File: src/dbg_ctl_map.vh
// register map, field positions, reset values and timing counts of the debug control block
`ifndef DBG_CTL_MAP_VH
`define DBG_CTL_MAP_VH

// register offsets
`define OFS_STATUS_CONTROL  4'h0
`define OFS_BREAK_ENABLE    4'h1
`define OFS_WATCH_ENABLE    4'h2
`define OFS_CORE_STATE      4'h3
`define OFS_CHANNEL_TX      4'h4
`define OFS_CHANNEL_RX      4'h5
`define OFS_SYS_ACCESS      4'h6

// status/control fields
`define SC_MODE_HI          15
`define SC_MODE_LO          14
`define SC_XMODE_HI         21
`define SC_XMODE_LO         20
`define SC_HALTED           0
`define SC_RESTARTED        1
`define SC_RX_FULL          30
`define SC_TX_FULL          29
`define SC_WRITABLE         32'h0030_c000
`define SC_RESET            32'h0000_0000

// debug mode field values
`define MODE_NONE           2'h0
`define MODE_HALT           2'h1
`define MODE_MONITOR        2'h2

// channel access mode values
`define XMODE_NONBLOCK      2'h0
`define XMODE_STALL         2'h1
`define XMODE_FAST          2'h2

// system-view response codes
`define RESP_OKAY           1'b0
`define RESP_SLVERR         1'b1

// clock rate and least system access time
`define CLK_MHZ             250
`define SYS_ACC_NS          8
`define SYS_ACC_CYC         ((`SYS_ACC_NS * `CLK_MHZ + 999) / 1000)

`endif

File: src/core_debug_control_status.v
// core debug control and status: mode select, event gating, channel, system view
//
// Notes on behaviour
// RQ1: debug reset low returns every debug register to its reset value.
// RQ2: debug reset acts without clock, so standby gating cannot block it.
// RQ3: status/control clears to zero on reset.
// RQ4: bits 15:14 pick halt mode, monitor mode, or none.
// RQ5: no debug event unless invasive debug enable is high.
// RQ6: enable changes cancel pending matches; no deadlock, no lost data.
// RQ7: channel access mode field resets to non-blocking.
// RQ8: writing zero to status/control forces all fields to reset values.
// RQ9: debugger disarms break/watch points before changing enables.
// RQ10: system reset during system-view access answers slave error.
// RQ11: debugger avoids system-view accesses while a system reset may occur; the testbench starts two accesses with a system reset requested.
//
// The implementer's own choices: the register addresses and the plain strobed port.
`timescale 1ns/1ps
`include "dbg_ctl_map.vh"
module core_debug_control_status #(
   parameter NUM_BP = 4,
   parameter NUM_WP = 2
) (
   // clock and resets
   input  wire              clk,
   input  wire              sys_rst,
   input  wire              debug_reset_n,
   input  wire              system_reset_n,
   // core side
   input  wire              invasive_debug_enable,
   input  wire              standby_wait_flag,
   input  wire [NUM_BP-1:0] bp_match,
   input  wire [NUM_WP-1:0] wp_match,
   input  wire              core_retired,
   input  wire              chan_core_wr,
   input  wire [31:0]       chan_core_wdata,
   input  wire              chan_core_rd,
   input  wire [31:0]       sys_rdata,
   // register port
   input  wire [3:0]        addr,
   input  wire [31:0]       wdata,
   input  wire              wr_en,
   input  wire              rd_en,
   output reg  [31:0]       rdata_ff,
   // core controls
   output reg               halt_req_ff,
   output reg               monitor_exc_ff,
   output reg               stall_core_ff,
   output reg  [31:0]       chan_core_rdata_ff,
   // system view answer
   output reg               sys_done_ff,
   output reg               sys_resp_ff
);
   reg [31:0]       sc_ff;
   reg [NUM_BP-1:0] bp_en_ff;
   reg [NUM_WP-1:0] wp_en_ff;
   reg [31:0]       tx_ff;
   reg [31:0]       rx_ff;
   reg              pend_ff;
   reg [1:0]        mode_d_ff;
   reg              en_d_ff;
   wire             dbg_rst;
   wire             busy;
   wire             done;
   wire             resp;
   wire [31:0]      srdata;
   wire [1:0]       mode;
   wire             ev_ok;
   wire             hit;
   wire             cfg_chg;
   wire             sc_wr;
   wire             sys_go;
   // access length in cycles, cut to the tracker's counter width
   localparam [31:0] SYS_ACC_CYC_W = `SYS_ACC_CYC;

   function is_wr;
      input [3:0] a;
      input [3:0] ofs;
      input       we;
      begin
         is_wr = we && (a == ofs);
      end
   endfunction

   // RQ2 asynchronous debug reset
   dbg_reset_sync u_rst (
      .clk           (clk),
      .debug_reset_n (debug_reset_n),
      .dbg_rst       (dbg_rst)
   );

   assign mode    = sc_ff[`SC_MODE_HI:`SC_MODE_LO];
   // RQ5 enable gates events
   assign ev_ok   = invasive_debug_enable && (mode != `MODE_NONE);
   assign hit     = ev_ok && ((|(bp_match & bp_en_ff)) || (|(wp_match & wp_en_ff)));
   // RQ6 enable change detect
   assign cfg_chg = (mode != mode_d_ff) || (invasive_debug_enable != en_d_ff);
   assign sc_wr   = is_wr(addr, `OFS_STATUS_CONTROL, wr_en);
   assign sys_go  = is_wr(addr, `OFS_SYS_ACCESS, wr_en) ||
                    (rd_en && addr == `OFS_SYS_ACCESS);

   sys_access_tracker #(
      .CNT_W   (4),
      .ACC_CYC (SYS_ACC_CYC_W[3:0])
   ) u_sys (
      .clk            (clk),
      .sys_rst        (sys_rst),
      .system_reset_n (system_reset_n),
      .start          (sys_go),
      .wr             (wr_en),
      .wdata          (wdata),
      .sys_rdata      (sys_rdata),
      .busy_ff        (busy),
      .done_ff        (done),
      .resp_ff        (resp),
      .rdata_ff       (srdata)
   );

   // RQ1 debug register state
   always @(posedge clk or posedge dbg_rst) begin
      if (dbg_rst) begin
         // RQ3 cleared status
         sc_ff     <= `SC_RESET;
         bp_en_ff  <= {NUM_BP{1'b0}};
         wp_en_ff  <= {NUM_WP{1'b0}};
         tx_ff     <= 32'h0000_0000;
         rx_ff     <= 32'h0000_0000;
         pend_ff   <= 1'b0;
         mode_d_ff <= `MODE_NONE;
         en_d_ff   <= 1'b0;
      end else begin
         mode_d_ff <= mode;
         en_d_ff   <= invasive_debug_enable;
         if (sc_wr) begin
            // RQ8 zero write restores reset
            if (wdata == 32'h0000_0000)
               sc_ff <= `SC_RESET;
            else
               sc_ff <= (sc_ff & ~`SC_WRITABLE) | (wdata & `SC_WRITABLE);
         end
         // hardware flags, a set beats any clear or register write
         if (hit && !pend_ff)
            sc_ff[`SC_HALTED] <= (mode == `MODE_HALT);
         if (core_retired && pend_ff)
            sc_ff[`SC_RESTARTED] <= 1'b1;
         if (chan_core_wr)
            sc_ff[`SC_TX_FULL] <= 1'b1;
         else if (rd_en && addr == `OFS_CHANNEL_TX)
            sc_ff[`SC_TX_FULL] <= 1'b0;
         if (is_wr(addr, `OFS_CHANNEL_RX, wr_en))
            sc_ff[`SC_RX_FULL] <= 1'b1;
         else if (chan_core_rd)
            sc_ff[`SC_RX_FULL] <= 1'b0;
         if (is_wr(addr, `OFS_BREAK_ENABLE, wr_en))
            bp_en_ff <= wdata[NUM_BP-1:0];
         if (is_wr(addr, `OFS_WATCH_ENABLE, wr_en))
            wp_en_ff <= wdata[NUM_WP-1:0];
         if (chan_core_wr)
            tx_ff <= chan_core_wdata;
         // RQ7 non-blocking mode drops writes into full buffer
         if (is_wr(addr, `OFS_CHANNEL_RX, wr_en) &&
             !(sc_ff[`SC_RX_FULL] && sc_ff[`SC_XMODE_HI:`SC_XMODE_LO] == `XMODE_NONBLOCK))
            rx_ff <= wdata;
         // RQ6 pending match released on change
         if (cfg_chg)
            pend_ff <= 1'b0;
         else if (hit)
            pend_ff <= 1'b1;
         else if (core_retired)
            pend_ff <= 1'b0;
      end
   end

   // core control outputs
   always @(posedge clk or posedge dbg_rst) begin
      if (dbg_rst) begin
         halt_req_ff        <= 1'b0;
         monitor_exc_ff     <= 1'b0;
         stall_core_ff      <= 1'b0;
         chan_core_rdata_ff <= 32'h0000_0000;
      end else begin
         // RQ5 events only when enabled
         halt_req_ff    <= hit && !cfg_chg && mode == `MODE_HALT;
         monitor_exc_ff <= hit && !cfg_chg && mode == `MODE_MONITOR;
         // RQ6 never stall across a change
         stall_core_ff  <= pend_ff && !cfg_chg && ev_ok &&
                           sc_ff[`SC_XMODE_HI:`SC_XMODE_LO] == `XMODE_STALL;
         chan_core_rdata_ff <= rx_ff;
      end
   end

   // register read port and system-view answer
   always @(posedge clk) begin
      if (sys_rst) begin
         rdata_ff    <= 32'h0000_0000;
         sys_done_ff <= 1'b0;
         sys_resp_ff <= `RESP_OKAY;
      end else begin
         sys_done_ff <= done;
         // RQ10 error response passed out
         sys_resp_ff <= done ? resp : sys_resp_ff;
         if (done)
            rdata_ff <= srdata;
         else if (rd_en) begin
            case (addr)
               `OFS_STATUS_CONTROL: rdata_ff <= sc_ff;
               `OFS_BREAK_ENABLE:   rdata_ff <= {{(32-NUM_BP){1'b0}}, bp_en_ff};
               `OFS_WATCH_ENABLE:   rdata_ff <= {{(32-NUM_WP){1'b0}}, wp_en_ff};
               `OFS_CORE_STATE:     rdata_ff <= {28'h0000_000, busy, ~system_reset_n,
                                                 invasive_debug_enable, standby_wait_flag};
               `OFS_CHANNEL_TX:     rdata_ff <= tx_ff;
               `OFS_CHANNEL_RX:     rdata_ff <= rx_ff;
               default:             rdata_ff <= 32'h0000_0000;
            endcase
         end
      end
   end
endmodule // core_debug_control_status

File: src/dbg_reset_sync.v
// debug reset synchroniser, asserted at once, released through two flops
`timescale 1ns/1ps
module dbg_reset_sync (
   // clock
   input  wire clk,
   // raw reset
   input  wire debug_reset_n,
   // synchronised reset, active high
   output wire dbg_rst
);
   reg stage1_ff;
   reg stage2_ff;

   always @(posedge clk or negedge debug_reset_n) begin
      if (!debug_reset_n) begin
         stage1_ff <= 1'b0;
         stage2_ff <= 1'b0;
      end else begin
         stage1_ff <= 1'b1;
         stage2_ff <= stage1_ff;
      end
   end

   assign dbg_rst = ~stage2_ff;
endmodule // dbg_reset_sync

File: src/sys_access_tracker.v
// system-view access tracker, reports error when a system reset hits mid-access
`timescale 1ns/1ps
module sys_access_tracker #(
   parameter CNT_W = 4,
   parameter [CNT_W-1:0] ACC_CYC = 4'h2
) (
   // clock and reset
   input  wire              clk,
   input  wire              sys_rst,
   // system reset from the system
   input  wire              system_reset_n,
   // request
   input  wire              start,
   input  wire              wr,
   input  wire [31:0]       wdata,
   input  wire [31:0]       sys_rdata,
   // answer
   output reg               busy_ff,
   output reg               done_ff,
   output reg               resp_ff,
   output reg  [31:0]       rdata_ff
);
   reg [CNT_W-1:0] cnt_ff;
   reg             hit_ff;
   reg             wr_ff;

   always @(posedge clk) begin
      if (sys_rst) begin
         busy_ff  <= 1'b0;
         done_ff  <= 1'b0;
         resp_ff  <= 1'b0;
         rdata_ff <= 32'h0000_0000;
         cnt_ff   <= {CNT_W{1'b0}};
         hit_ff   <= 1'b0;
         wr_ff    <= 1'b0;
      end else begin
         done_ff <= 1'b0;
         if (start && !busy_ff) begin
            busy_ff <= 1'b1;
            cnt_ff  <= ACC_CYC;
            hit_ff  <= ~system_reset_n;
            wr_ff   <= wr;
         end else if (busy_ff) begin
            // RQ10 reset seen mid-access
            if (!system_reset_n)
               hit_ff <= 1'b1;
            if (cnt_ff == {{(CNT_W-1){1'b0}}, 1'b1}) begin
               busy_ff <= 1'b0;
               done_ff <= 1'b1;
               // RQ10 error, no data
               resp_ff  <= (hit_ff | ~system_reset_n) ? `RESP_SLVERR : `RESP_OKAY;
               rdata_ff <= (hit_ff | ~system_reset_n | wr_ff) ? wdata & 32'h0000_0000 : sys_rdata;
            end
            cnt_ff <= cnt_ff - {{(CNT_W-1){1'b0}}, 1'b1};
         end
      end
   end
endmodule // sys_access_tracker

File: config.mk
export PLATFORM = sky130hd
export DESIGN_NAME = core_debug_control_status
export DESIGN_NICKNAME = d
export VERILOG_FILES = /design/src/core_debug_control_status.v /design/src/dbg_reset_sync.v /design/src/sys_access_tracker.v
export VERILOG_INCLUDE_DIRS = /design/src
export SDC_FILE = /design/constraint.sdc
export NUM_CORES = 1
export LEC_CHECK = 0
export BUFFER_PORTS_ARGS = -buffer_cell sky130_fd_sc_hd__buf_2
export CAP_MARGIN = 0
export CORE_MARGIN = 5
export CORE_UTILIZATION = 55
export CTS_BUF_LIST = sky130_fd_sc_hd__clkbuf_8
export CTS_CLUSTER_DIAMETER = 50
export CTS_CLUSTER_SIZE = 10
export DETAILED_ROUTE_END_ITERATION = 8
export PLACE_DENSITY = 0.82
export SLEW_MARGIN = 20
export SYNTH_ARGS = -nofsm -noshare
export SYNTH_HDL_FRONTEND = slang
export SYNTH_SLANG_ARGS = --single-unit
File: constraint.sdc
create_clock -name clk -period 5.08 [get_ports clk]
set_input_delay 1.016 -clock clk [delete_from_list [all_inputs] [get_ports clk]]
set_output_delay 1.016 -clock clk [all_outputs]
set_load 0.005 [all_outputs]
After elaboration in Yosys (flattened, before gate mapping)
Cells that the tools add are included.
{"block": "word_totals", "regBits": 218, "out_inout_bits": 69, "word_cells": 120, "in_bits": 117}
{"block": "op_classes", "n_addsub": 1, "n_mux": 25, "n_bitwise": 8, "n_eq_ne": 13, "n_reduce_logical": 44}
{"cell": "$pmux 32 s6", "n": 1}
{"cell": "$mux 32", "n": 4}
{"cell": "$logic_not 32->1", "n": 1}
{"cell": "$or 32x22->32", "n": 1}
{"cell": "$mux 31", "n": 1}
{"cell": "$logic_and 1x1->1", "n": 20}
{"cell": "$mux 1", "n": 17}
{"cell": "$eq 4x3->1 const B", "n": 3}
{"cell": "$reduce_bool 2->1", "n": 5}
{"cell": "$reduce_bool 3->1", "n": 3}
{"cell": "$eq 4x1->1 const B", "n": 2}
{"cell": "$eq 4x2->1 const B", "n": 2}
{"cell": "$and 4x4->4", "n": 1}
{"cell": "$eq 2x1->1 const B", "n": 2}
{"cell": "$logic_not 1->1", "n": 4}
{"cell": "$logic_not 4->1", "n": 1}
{"cell": "$mux 2", "n": 2}
{"cell": "$reduce_or 2->1", "n": 2}
{"cell": "$reduce_or 4->1", "n": 1}
{"cell": "$sub 4x1->4 const B", "n": 1}
{"cell": "$logic_or 1x1->1", "n": 3}
{"cell": "$not 1->1", "n": 3}
{"cell": "$reduce_and 3->1", "n": 1}
{"cell": "$reduce_or 3->1", "n": 1}
{"cell": "8 further kinds", "n": 9}

Logic depth before layout (Yosys ltp)
Gate-level depths: netlist of the first run.
{"block": "depth", "depth_word": 6, "ltp_mapped": 7, "mapped_depth_nobuf": 6}

Hierarchy
From an unflattened synthesis of the first run, not the netlist that was laid out.
{"block": "unflattened", "hier_cells": 591, "hier_area_um2": 7696.1}
{"mod": "core_debug_control_status", "seq_area_each_um2": 3608.5, "instances": 1, "area_each_um2": 6203.4, "cells_each": 472}
{"mod": "sys_access_tracker", "seq_area_each_um2": 820.8, "instances": 1, "area_each_um2": 1435.1, "cells_each": 115}
{"mod": "dbg_reset_sync", "seq_area_each_um2": 50.0, "instances": 1, "area_each_um2": 57.6, "cells_each": 4}

Worst setup path before layout of the first run
OpenSTA, ideal clock, no wires.
{"block": "synth_path", "path_kind": "input -> register", "startpoint": "input port addr[1]", "endpoint": "register rdata_ff[17]", "t_required_ns": 4.952, "cell_stages": 7, "path_buffers": 3, "arrival_time_ns": 2.252, "setup_time_ns": 0.128, "setup_slack_ns": 2.700, "path_cell_list": "buf_2 and4bb_2 buf_2 buf_2 a22o_1 a221oi_1 nor2_1"}
{"block": "synth_via", "elab_chain_cells": 4, "word_cells_on_any_way": 9, "cone_classes": "5 x eq/ne; 3 x mux; 1 x reduce/logical"}
{"item": "start, declared", "line_no": "core_debug_control_status.v:39", "source": "input wire [3:0] addr,"}
{"item": "$eq 4x3->1, or another cell as far along", "line_no": "core_debug_control_status.v:204", "source": "case (addr)"}
{"item": "$pmux 32 s6 (*)", "line_no": "core_debug_control_status.v:204"}
{"item": "$mux 32 (*)", "line_no": "core_debug_control_status.v:203", "source": "else if (rd_en) begin"}
{"item": "$mux 32 (*)", "line_no": "core_debug_control_status.v:201", "source": "if (done)"}
{"item": "end signal, assigned", "line_no": "core_debug_control_status.v:202", "source": "rdata_ff <= srdata;"}
{"item": "end signal, assigned", "line_no": "core_debug_control_status.v:206", "source": "`OFS_BREAK_ENABLE: rdata_ff <= {{(32-NUM_BP){1'b0}}, bp_en_ff};"}
{"item": "end signal, assigned", "line_no": "core_debug_control_status.v:207", "source": "`OFS_WATCH_ENABLE: rdata_ff <= {{(32-NUM_WP){1'b0}}, wp_en_ff};"}
{"item": "end, declared", "line_no": "core_debug_control_status.v:43", "source": "output reg [31:0] rdata_ff,"}
Every way passes the cells marked *; elsewhere a longest branch is shown, timed or not. The select of a mux whose other input is x is not followed.
A chain may end at the register's enable or synchronous reset.

Final worst setup path of the first run
{"block": "layout_path", "startpoint": "input port addr[2]", "endpoint": "register rx_ff[25]"}
{"block": "layout_via", "elab_chain_cells": 3}
{"item": "$eq 4x3->1", "line_no": "core_debug_control_status.v:80", "source": "is_wr = we && (a == ofs);"}
{"item": "$logic_and 1x1->1", "line_no": "core_debug_control_status.v:80"}
{"item": "$logic_and 1x1->1", "line_no": "core_debug_control_status.v:160", "source": "if (is_wr(addr, `OFS_CHANNEL_RX, wr_en) &&"}
{"item": "end signal, assigned", "line_no": "core_debug_control_status.v:162", "source": "rx_ff <= wdata;"}
{"item": "end, declared", "line_no": "core_debug_control_status.v:57", "source": "reg [31:0] rx_ff;"}
No other way between the ends.

==> results of run 1 <==
state kept, by name, indices dropped and copies added, names as in the netlist, 2 cells and up:
| signal | flops |
|---|---|
| bp_en_ff | 4 |
| u_sys.rdata_ff | 32 |
| sc_ff | 8 |
| rdata_ff | 32 |
| u_sys.cnt_ff | 4 |
| mode_d_ff | 2 |
| chan_core_rdata_ff | 32 |
| wp_en_ff | 2 |
| tx_ff | 32 |
| rx_ff | 32 |
power by group:
group / switching (mW) / internal, mW
clock: 0.513 / 0.550
sequential: 0.132 / 1.71
combinational: 0.173 / 0.198
total: 0.818 / 2.46
kinds of logic after synthesis:
family          Yosys count
simple gates            129
compound gates          136
mux                      78
other cells               1
flops                   194
fa+ha+maj                 2
xor+xnor                  6
buf+inv                  51
placed cells by master, fill, tap and decap left out, types with 7 or more instances in the layout:
| master | count |
|---|---|
| inv_1 | 8 |
| dfrtp_1 | 118 |
| nand3b_1 | 7 |
| a22o_1 | 57 |
| mux2_2 | 75 |
| nand2b_1 | 11 |
| nor4_1 | 8 |
| nor3b_1 | 33 |
| buf_2 | 185 |
| a21oi_1 | 21 |
| nor2_1 | 33 |
| clkbuf_8 | 22 |
| nand2_1 | 13 |
| a221oi_1 | 24 |
| dfxtp_1 | 74 |
worst max-delay path by stage:
stage / end / slack, ns / cells past startpoint
detailed placement: rdata_ff[12]$_SDFFE_PP0P_ / 1.61 / 6
CTS: rdata_ff[12]$_SDFFE_PP0P_ / 2.10 / 6
finish: rx_ff[25]$_DFFE_PN0P_ / 2.08 / 6
floorplan: bp_en_ff[0]$_DFFE_PN0P_ / 1.52 / 0
global route: rx_ff[24]$_DFFE_PN0P_ / 2.00 / 6
global placement: rdata_ff[16]$_SDFFE_PP0P_ / 1.78 / 6
area by class of cell:
class	count	area, um2
Clock buffer	22	302.8
Clock inverter	10	130.1
Fill cell	960	4307
Inverter	7	26.28
Multi-Input combinational cell	352	2840
Sequential cell	194	4487
Tap cell	176	220.2
Timing Repair Buffer	192	982.2
metrics by stage:
| stage | hold WS [ns] | util | std cells | worst slack (ns) | power [mW] |
|---|---|---|---|---|---|
| finish | 0.3210 | 0.6761 | 953 | 2.076 | 3.275 |
| floorplan | 0.3312 | - | 597 | 1.519 | 2.030 |
| detailed placement | 0.3379 | 0.6425 | 920 | 1.611 | 2.243 |
| global placement | 0.3341 | 0.6425 | 920 | 1.776 | 2.215 |
| global route | 0.2856 | 0.6761 | 953 | 1.998 | 3.405 |
| CTS | 0.2951 | 0.6750 | 952 | 2.102 | 3.283 |
routing by layer:
layer	vias to the layer above	wire length (um)
met5	-	0
met4	0	590
met3	55	1615
met2	295	9850
met1	2860	8348
li1	2557	-
==> qor.csv, run 1 <==
stage,metric,value,unit
status,status,"finished, final reports clean",
run,max_cap_violations,0,
clock_network,ctsHoldBuffers,0,
placed_design,dp_hpwl,14530,um
pwr,vdd.ir_drop.worst,188.1,uV
yosys,yosysSeqAreaShare,0.5970,
final_layout,synthToLayoutAreaGrowth,19.79,%
final_layout,final_nets,883,
worst_setup_path,r2r-start,u_sys.busy_ff$_SDFF_PP0_,
final_layout,antenna_cells,0,
detailed_routing,drt_first_pass_iters,7,
sta,worst-slew-pin-transition,0.8960,ns
clock_network,clkSlewWorstSetupHoldPaths,0.09,ns
yosys,synth_top_family_by_area,compound AO/OA/AOI/OAI gates,
worst_setup_path,path_cells,buf_2 > and4bb_2 > nand2_1 > a21o_1 > buf_4 > mux2_2,
worst_setup_path,cp_num_buf_inv,2,
worst_setup_path,criticalPathCategory,in -> reg,
yosys,synthSimpleGateAreaFrac,0.1027,
clock_network,clkLatencyLatePin,0.46,ns
global_routing,grt-busiest-layer,met2,
yosys,synth-compound-area-share,0.1447,
yosys,synth_area_leaders,"dfrtp_1 40%, dfxtp_1 20%, mux2_2 11%, a22o_1 6.7%, nor3b_1 3.3%",
floorplanning,num_io_pins,186,
yosys,synth-seq-cells,194,
global_routing,grt_max_degree,68,
floorplanning,core,0.01330,mm2
worst_setup_path,cp-end-kind,register,
placed_design,gp_congestion,0.9462,
sta,skew,0.009656,ns
yosys,yosysTopAreaCellShare,0.3969,
yosys,synth_fa_ha_area_frac,0.003335,
global_routing,grtUsageMet2,0.4050,
yosys,synthMuxAreaShare,0.1166,
worst_setup_path,r2r_setup_slack,3.02,ns
final_layout,fin_area,0.008989,mm2
clock_network,postCtsSetupRepairBufs,0,
worst_setup_path,cp_max_fo,30,
yosys,syn_area,0.007503,mm2
global_routing,track_usage,0.2555,
yosys,synthArstFlopShare,0.6134,
sta,relSlewSlack,0.3977,
floorplanning,dieArea,0.01608,mm2
pwr,power_density,364.4,mW/mm2
sta,setup-violations-final,0,
yosys,synth_largest_area_cell,dfrtp_1,
global_routing,first_global_vias,5885,
yosys,synthXorXnorAreaFrac,0.007004,
clock_network,h-tree-depth,4,
detailed_routing,drc_errors,0,
sta,finalMaxSlewViolations,0,
worst_setup_path,rr_endpoint,u_sys.rdata_ff[28]$_SDFFE_PP0P_,
detailed_routing,wl_per_cell,21.41,um
sta,rsz0062_at_grt,false,
clock_network,cts.sinks,194,
floorplanning,rows,42,
global_routing,grt_pass1_wl,31800,um
yosys,synth_fp_nets,716,
detailed_routing,drtIter0Drc,614,
sta,hold_violations,0,
detailed_routing,vias_per_cell,6.051,
worst_setup_path,slowest_delay,0.82,ns
pwr,cellLeakagePower,4.002,nW
global_routing,use_met3,0.06768,
floorplanning,die_x,126.8,um
detailed_routing,num_vias,5767,
sta,fmax,332.9,MHz
worst_setup_path,required,5.42,ns
yosys,syn_inst,597,
clock_network,clk_path_buf_depth,2,
sta,period_share,0.5913,
clock_network,cts-root-buf,clkbuf_8,
final_layout,drive_above_1_share,0.3951,
clock_network,post_cts_resized,0,
worst_setup_path,crit_path_start,addr[2],
sta,setup_tns,0,ns
hold_path,hp-class,in -> async,
worst_setup_path,arrival,3.35,ns
sta,period_needed,3.004,ns
worst_setup_path,crit_family,simple AND/OR/NAND/NOR gates,
yosys,synth-edff-count,0,
worst_setup_path,slowest_stage,and4bb_2,
yosys,synth_commonest_cells,"119 x dfrtp_1, 75 x dfxtp_1, 75 x mux2_2",
yosys,synth.most_common_cell,dfrtp_1,
worst_setup_path,reg2reg_depth,5,
yosys,ys_types,50,
detailed_routing,wl,20400,um
yosys,ys_dominant_reg_cell,dfrtp_1,
global_routing,antenna_found_initial,0,
global_routing,grt_overflow,0,
placed_design,postPlaceCellArea,0.008542,mm2
global_routing,met1_usage,0.3352,
yosys,synth_warnings,0,
clock_network,cts_tree,built,
worst_setup_path,crit_path_start_kind,primary input,
clock_network,cts_made_buffers,17,
floorplanning,fp.dieH,126.8,um
floorplanning,start_util,0.5644,
placed_design,numPortBuffers,185,
yosys,synth.avg_cell_area,12.57,um2
detailed_routing,ant_nets,0,
(Power assumes the default switching activity.)
==> inputs of run 2 (changes only) <==
--- a/config.mk
+++ b/config.mk
@@ -6,15 +6,16 @@
 export SDC_FILE = /design/constraint.sdc
 export NUM_CORES = 1
 export LEC_CHECK = 0
+export ABC_AREA = 1
 export BUFFER_PORTS_ARGS = -buffer_cell sky130_fd_sc_hd__buf_2
 export CAP_MARGIN = 0
 export CORE_MARGIN = 5
-export CORE_UTILIZATION = 55
+export CORE_UTILIZATION = 50
 export CTS_BUF_LIST = sky130_fd_sc_hd__clkbuf_8
 export CTS_CLUSTER_DIAMETER = 50
 export CTS_CLUSTER_SIZE = 10
 export DETAILED_ROUTE_END_ITERATION = 8
-export PLACE_DENSITY = 0.82
+export PLACE_DENSITY = 0.78
 export SLEW_MARGIN = 20
 export SYNTH_ARGS = -nofsm -noshare
 export SYNTH_HDL_FRONTEND = slang
==> constraint.sdc (replaced) <==
create_clock -name clk -period 2.68 [get_ports clk]
set_input_delay 0.536 -clock clk [delete_from_list [all_inputs] [get_ports clk]]
set_output_delay 0.536 -clock clk [all_outputs]
set_load 0.005 [all_outputs]
==> run 2 against run 1 <==
Area after synthesis increased by 2.1%. Clock skew increased by 0.0038 ns. Critical path depth did not move. Register-to-register slack lost 2.2 ns. Die area grew 11%. Cell area increased by 1.8%. Clock-buffer cell count down 3. Combinational power up 81%. Worst setup slack worse by 1.3 ns. Via count rose by 13%. Power up 78%. Critical path type is now reg -> reg. Highest routed layer is now met5.
==> qor.csv, run 2 <==
stage,metric,value,unit,change
sta,worst-slew-pin-transition,0.6725,ns,-0.2236 ns
yosys,synth_area_leaders,"dfrtp_1 39%, dfxtp_1 20%, nand2_1 12%, nand3_1 6.5%, inv_1 3.6%",,
yosys,synth_fp_nets,1010,,+41%
global_routing,grt_pass1_wl,32130,um,+1.0%
yosys,ys_types,33,,-34%
floorplanning,dieArea,0.01790,mm2,+11%
floorplanning,start_util,0.5078,,-0.05658
sta,fmax,537.4,MHz,
floorplanning,fp.dieH,133.8,um,+5.5%
placed_design,dp_hpwl,15380,um,+5.9%
global_routing,track_usage,0.2307,,-0.02472
worst_setup_path,required,3.07,ns,-2.35 ns
final_layout,antenna_cells,0,,unchanged
worst_setup_path,cp_max_fo,40,,+33%
detailed_routing,drt_first_pass_iters,5,,-2
clock_network,cts-root-buf,clkbuf_8,,
detailed_routing,drtIter0Drc,514,,-16%
final_layout,layout_commonest_cell,nand2_1,,
worst_setup_path,cp-end-kind,register,,
global_routing,grt_max_degree,46,,-32%
sta,setup-violations-final,0,,unchanged
final_layout,synthToLayoutAreaGrowth,19.38,%,
global_routing,antenna_found_initial,1,,+1
yosys,synth-seq-cells,194,,unchanged
sta,period_needed,1.861,ns,
yosys,synth.most_common_cell,nand2_1,,
yosys,yosysSeqAreaShare,0.5846,,-0.01238
sta,period_share,0.6943,,
pwr,power_density,636.9,mW/mm2,+75%
detailed_routing,drc_errors,0,,unchanged
hold_path,hp-class,in -> reg,,
detailed_routing,num_vias,6522,,+13%
floorplanning,num_io_pins,186,,unchanged
pwr,vdd.ir_drop.worst,362.5,uV,+93%
yosys,syn_area,0.007662,mm2,+2.1%
detailed_routing,wl_per_cell,16.08,um,-25%
final_layout,final_nets,1185,,+34%
clock_network,clkLatencyLatePin,0.47,ns,about the same
sta,setup_ws,0.8192,ns,-1.257 ns
pwr,p_int,4.201,mW,+71%
sta,skew,0.01344,ns,+0.003786 ns
clock_network,clkSlewWorstSetupHoldPaths,0.10,ns,about the same
floorplanning,rows,45,,+7.1%
placed_design,gp_congestion,0.9211,,-2.7%
yosys,synth_largest_area_cell,dfrtp_1,,
clock_network,h-tree-depth,4,,unchanged
yosys,synth_commonest_cells,"244 x nand2_1, 119 x dfrtp_1, 100 x nand3_1",,
sta,hold_violations,0,,unchanged
yosys,synthArstFlopShare,0.6134,,unchanged
worst_setup_path,arrival,2.25,ns,-1.10 ns
clock_network,cts.sinks,194,,unchanged
detailed_routing,vias_per_cell,5.148,,-15%
clock_network,clk_path_buf_depth,2,,unchanged
clock_network,post_cts_resized,0,,unchanged
yosys,synth_warnings,0,,unchanged
detailed_routing,wl,20370,um,-0.17%
yosys,yosysTopAreaCellShare,0.3886,,-0.008230
floorplanning,die_x,133.8,um,+5.5%
floorplanning,core,0.01509,mm2,+13%
sta,relSlewSlack,0.5517,,+0.1540
yosys,synth-edff-count,0,,unchanged
worst_setup_path,criticalPathCategory,reg -> reg,,
placed_design,numPortBuffers,185,,unchanged
clock_network,cts_made_buffers,17,,unchanged
yosys,synth.avg_cell_area,8.600,um2,-32%
clock_network,cts_tree,built,,
pwr,power.share.sequential,0.587,,+0.025
sta,setup_tns,0,ns,unchanged
pwr,power_switching,1.625,mW,+99%
placed_design,pre_cts_ws,0.6136,ns,-0.9972 ns
sta,rsz0062_at_grt,false,,
pwr,swShare,0.2790,,+0.02910
pwr,power_frac_clock,0.298,,-0.026
status,status,"finished, final reports clean",,
worst_setup_path,crit_path_start_kind,register,,
detailed_routing,ant_nets,0,,unchanged
sta,finalMaxSlewViolations,0,,unchanged
yosys,syn_inst,891,,+49%
final_layout,drive_above_1_share,0.2326,,-0.1625
pwr,cellLeakagePower,4.603,nW,+15%
yosys,ys_dominant_reg_cell,dfrtp_1,,
run,max_cap_violations,0,,unchanged
final_layout,mostFrequentLayoutCells,"244 x nand2_1, 185 x buf_2, 118 x dfrtp_1",,
global_routing,grt_overflow,0,,unchanged
pwr,combPwrFrac,0.116,,+0.003
global_routing,first_global_vias,6182,,+5.0%
## run 2: cells by family after synthesis
family                   Yosys count  share of synthesized area
XOR/XNOR                           5                   0.005716
AND/OR/NAND/NOR                  403                     0.2211
buffers and inverters            124                    0.06548
adder cells (fa/ha/maj)            2                   0.003265
AO/OA/AOI/OAI                    162                     0.1194
flip-flops                       194                     0.5846
other                              1                  0.0004894
## run 2: path summary, 6_finish.rpt
path | end | slack, ns | cells after the start | from
max | rx_ff[17]$_DFFE_PN0P_ | 0.82 | 6 | sc_ff[21]$_DFFE_PN0P_
min | en_d_ff$_DFF_PN0_ | 0.25 | 1 | invasive_debug_enable
max reg2reg | rx_ff[17]$_DFFE_PN0P_ | 0.82 | 6 | sc_ff[21]$_DFFE_PN0P_
min reg2reg | rx_ff[25]$_DFFE_PN0P_ | 0.33 | 0 | u_rst.stage2_ff$_DFF_PN0_
max in group asynchronous | tx_ff[23]$_DFFE_PN0P_ | 1.63 | 1 | u_rst.stage2_ff$_DFF_PN0_
min in group asynchronous | rx_ff[25]$_DFFE_PN0P_ | 0.33 | 0 | u_rst.stage2_ff$_DFF_PN0_
## run 2: cell type report
| class | count | area [um2] |
|---|---|---|
| inverter | 79 | 297.8 |
| multi-input combinational | 573 | 2704 |
| clock inverter | 13 | 105.1 |
| tap | 188 | 235.2 |
| fill | 1342 | 5942 |
| sequential | 194 | 4483 |
| timing repair buffer | 201 | 1061 |
| clock buffer | 19 | 261.5 |
## run 2: metrics by stage
stage,hold slack [ns],instances,power [mW],instance area [um2],utilization
after floorplan,0.2404,891,3.773,7664,-
after CTS,0.2201,1267,5.877,9148,0.6062
after detailed placement,0.3243,1234,4.160,8771,0.5813
after global placement,0.3213,1234,4.134,8771,0.5813
final,0.2516,1267,5.826,9148,0.6062
after global routing,0.2057,1267,6.127,9148,0.6062
## run 2: per-layer routing
| metal | wire, um | up-vias | global-route usage |
|---|---|---|---|
| li1 | - | 3235 | - |
| met1 | 8782 | 3011 | 0.3135 |
| met2 | 9582 | 241 | 0.3577 |
| met3 | 1575 | 33 | 0.07052 |
| met4 | 421 | 2 | 0.07200 |
| met5 | 7 | - | 0 |
## run 2: power groups by stage
stage | Combinational, mW | Sequential [mW] | Clock (mW)
6_report | 0.673 | 3.42 | 1.74
5_1_grt | 0.760 | 3.46 | 1.91
4_1_cts | 0.681 | 3.42 | 1.78
3_5_place_dp | 0.678 | 3.48 | 0
3_3_place_gp | 0.656 | 3.48 | 0
2_1_floorplan | 0.331 | 3.44 | 0
## run 2: critical path, stage by stage (launching register included)
cell     delay [ns]
dfrtp_1        0.39
inv_1          0.11
nand2_1        0.10
o21ai_4        0.48
buf_4          0.48
nand2_1        0.12
o21ai_1        0.10
## run 2: what timing repair did
| item | in CTS | in global routing |
|---|---|---|
| hold buffers | 1 | 0 |
| buffers inserted | 0 | 0 |
| hold endpoints to repair | 2 | 0 |
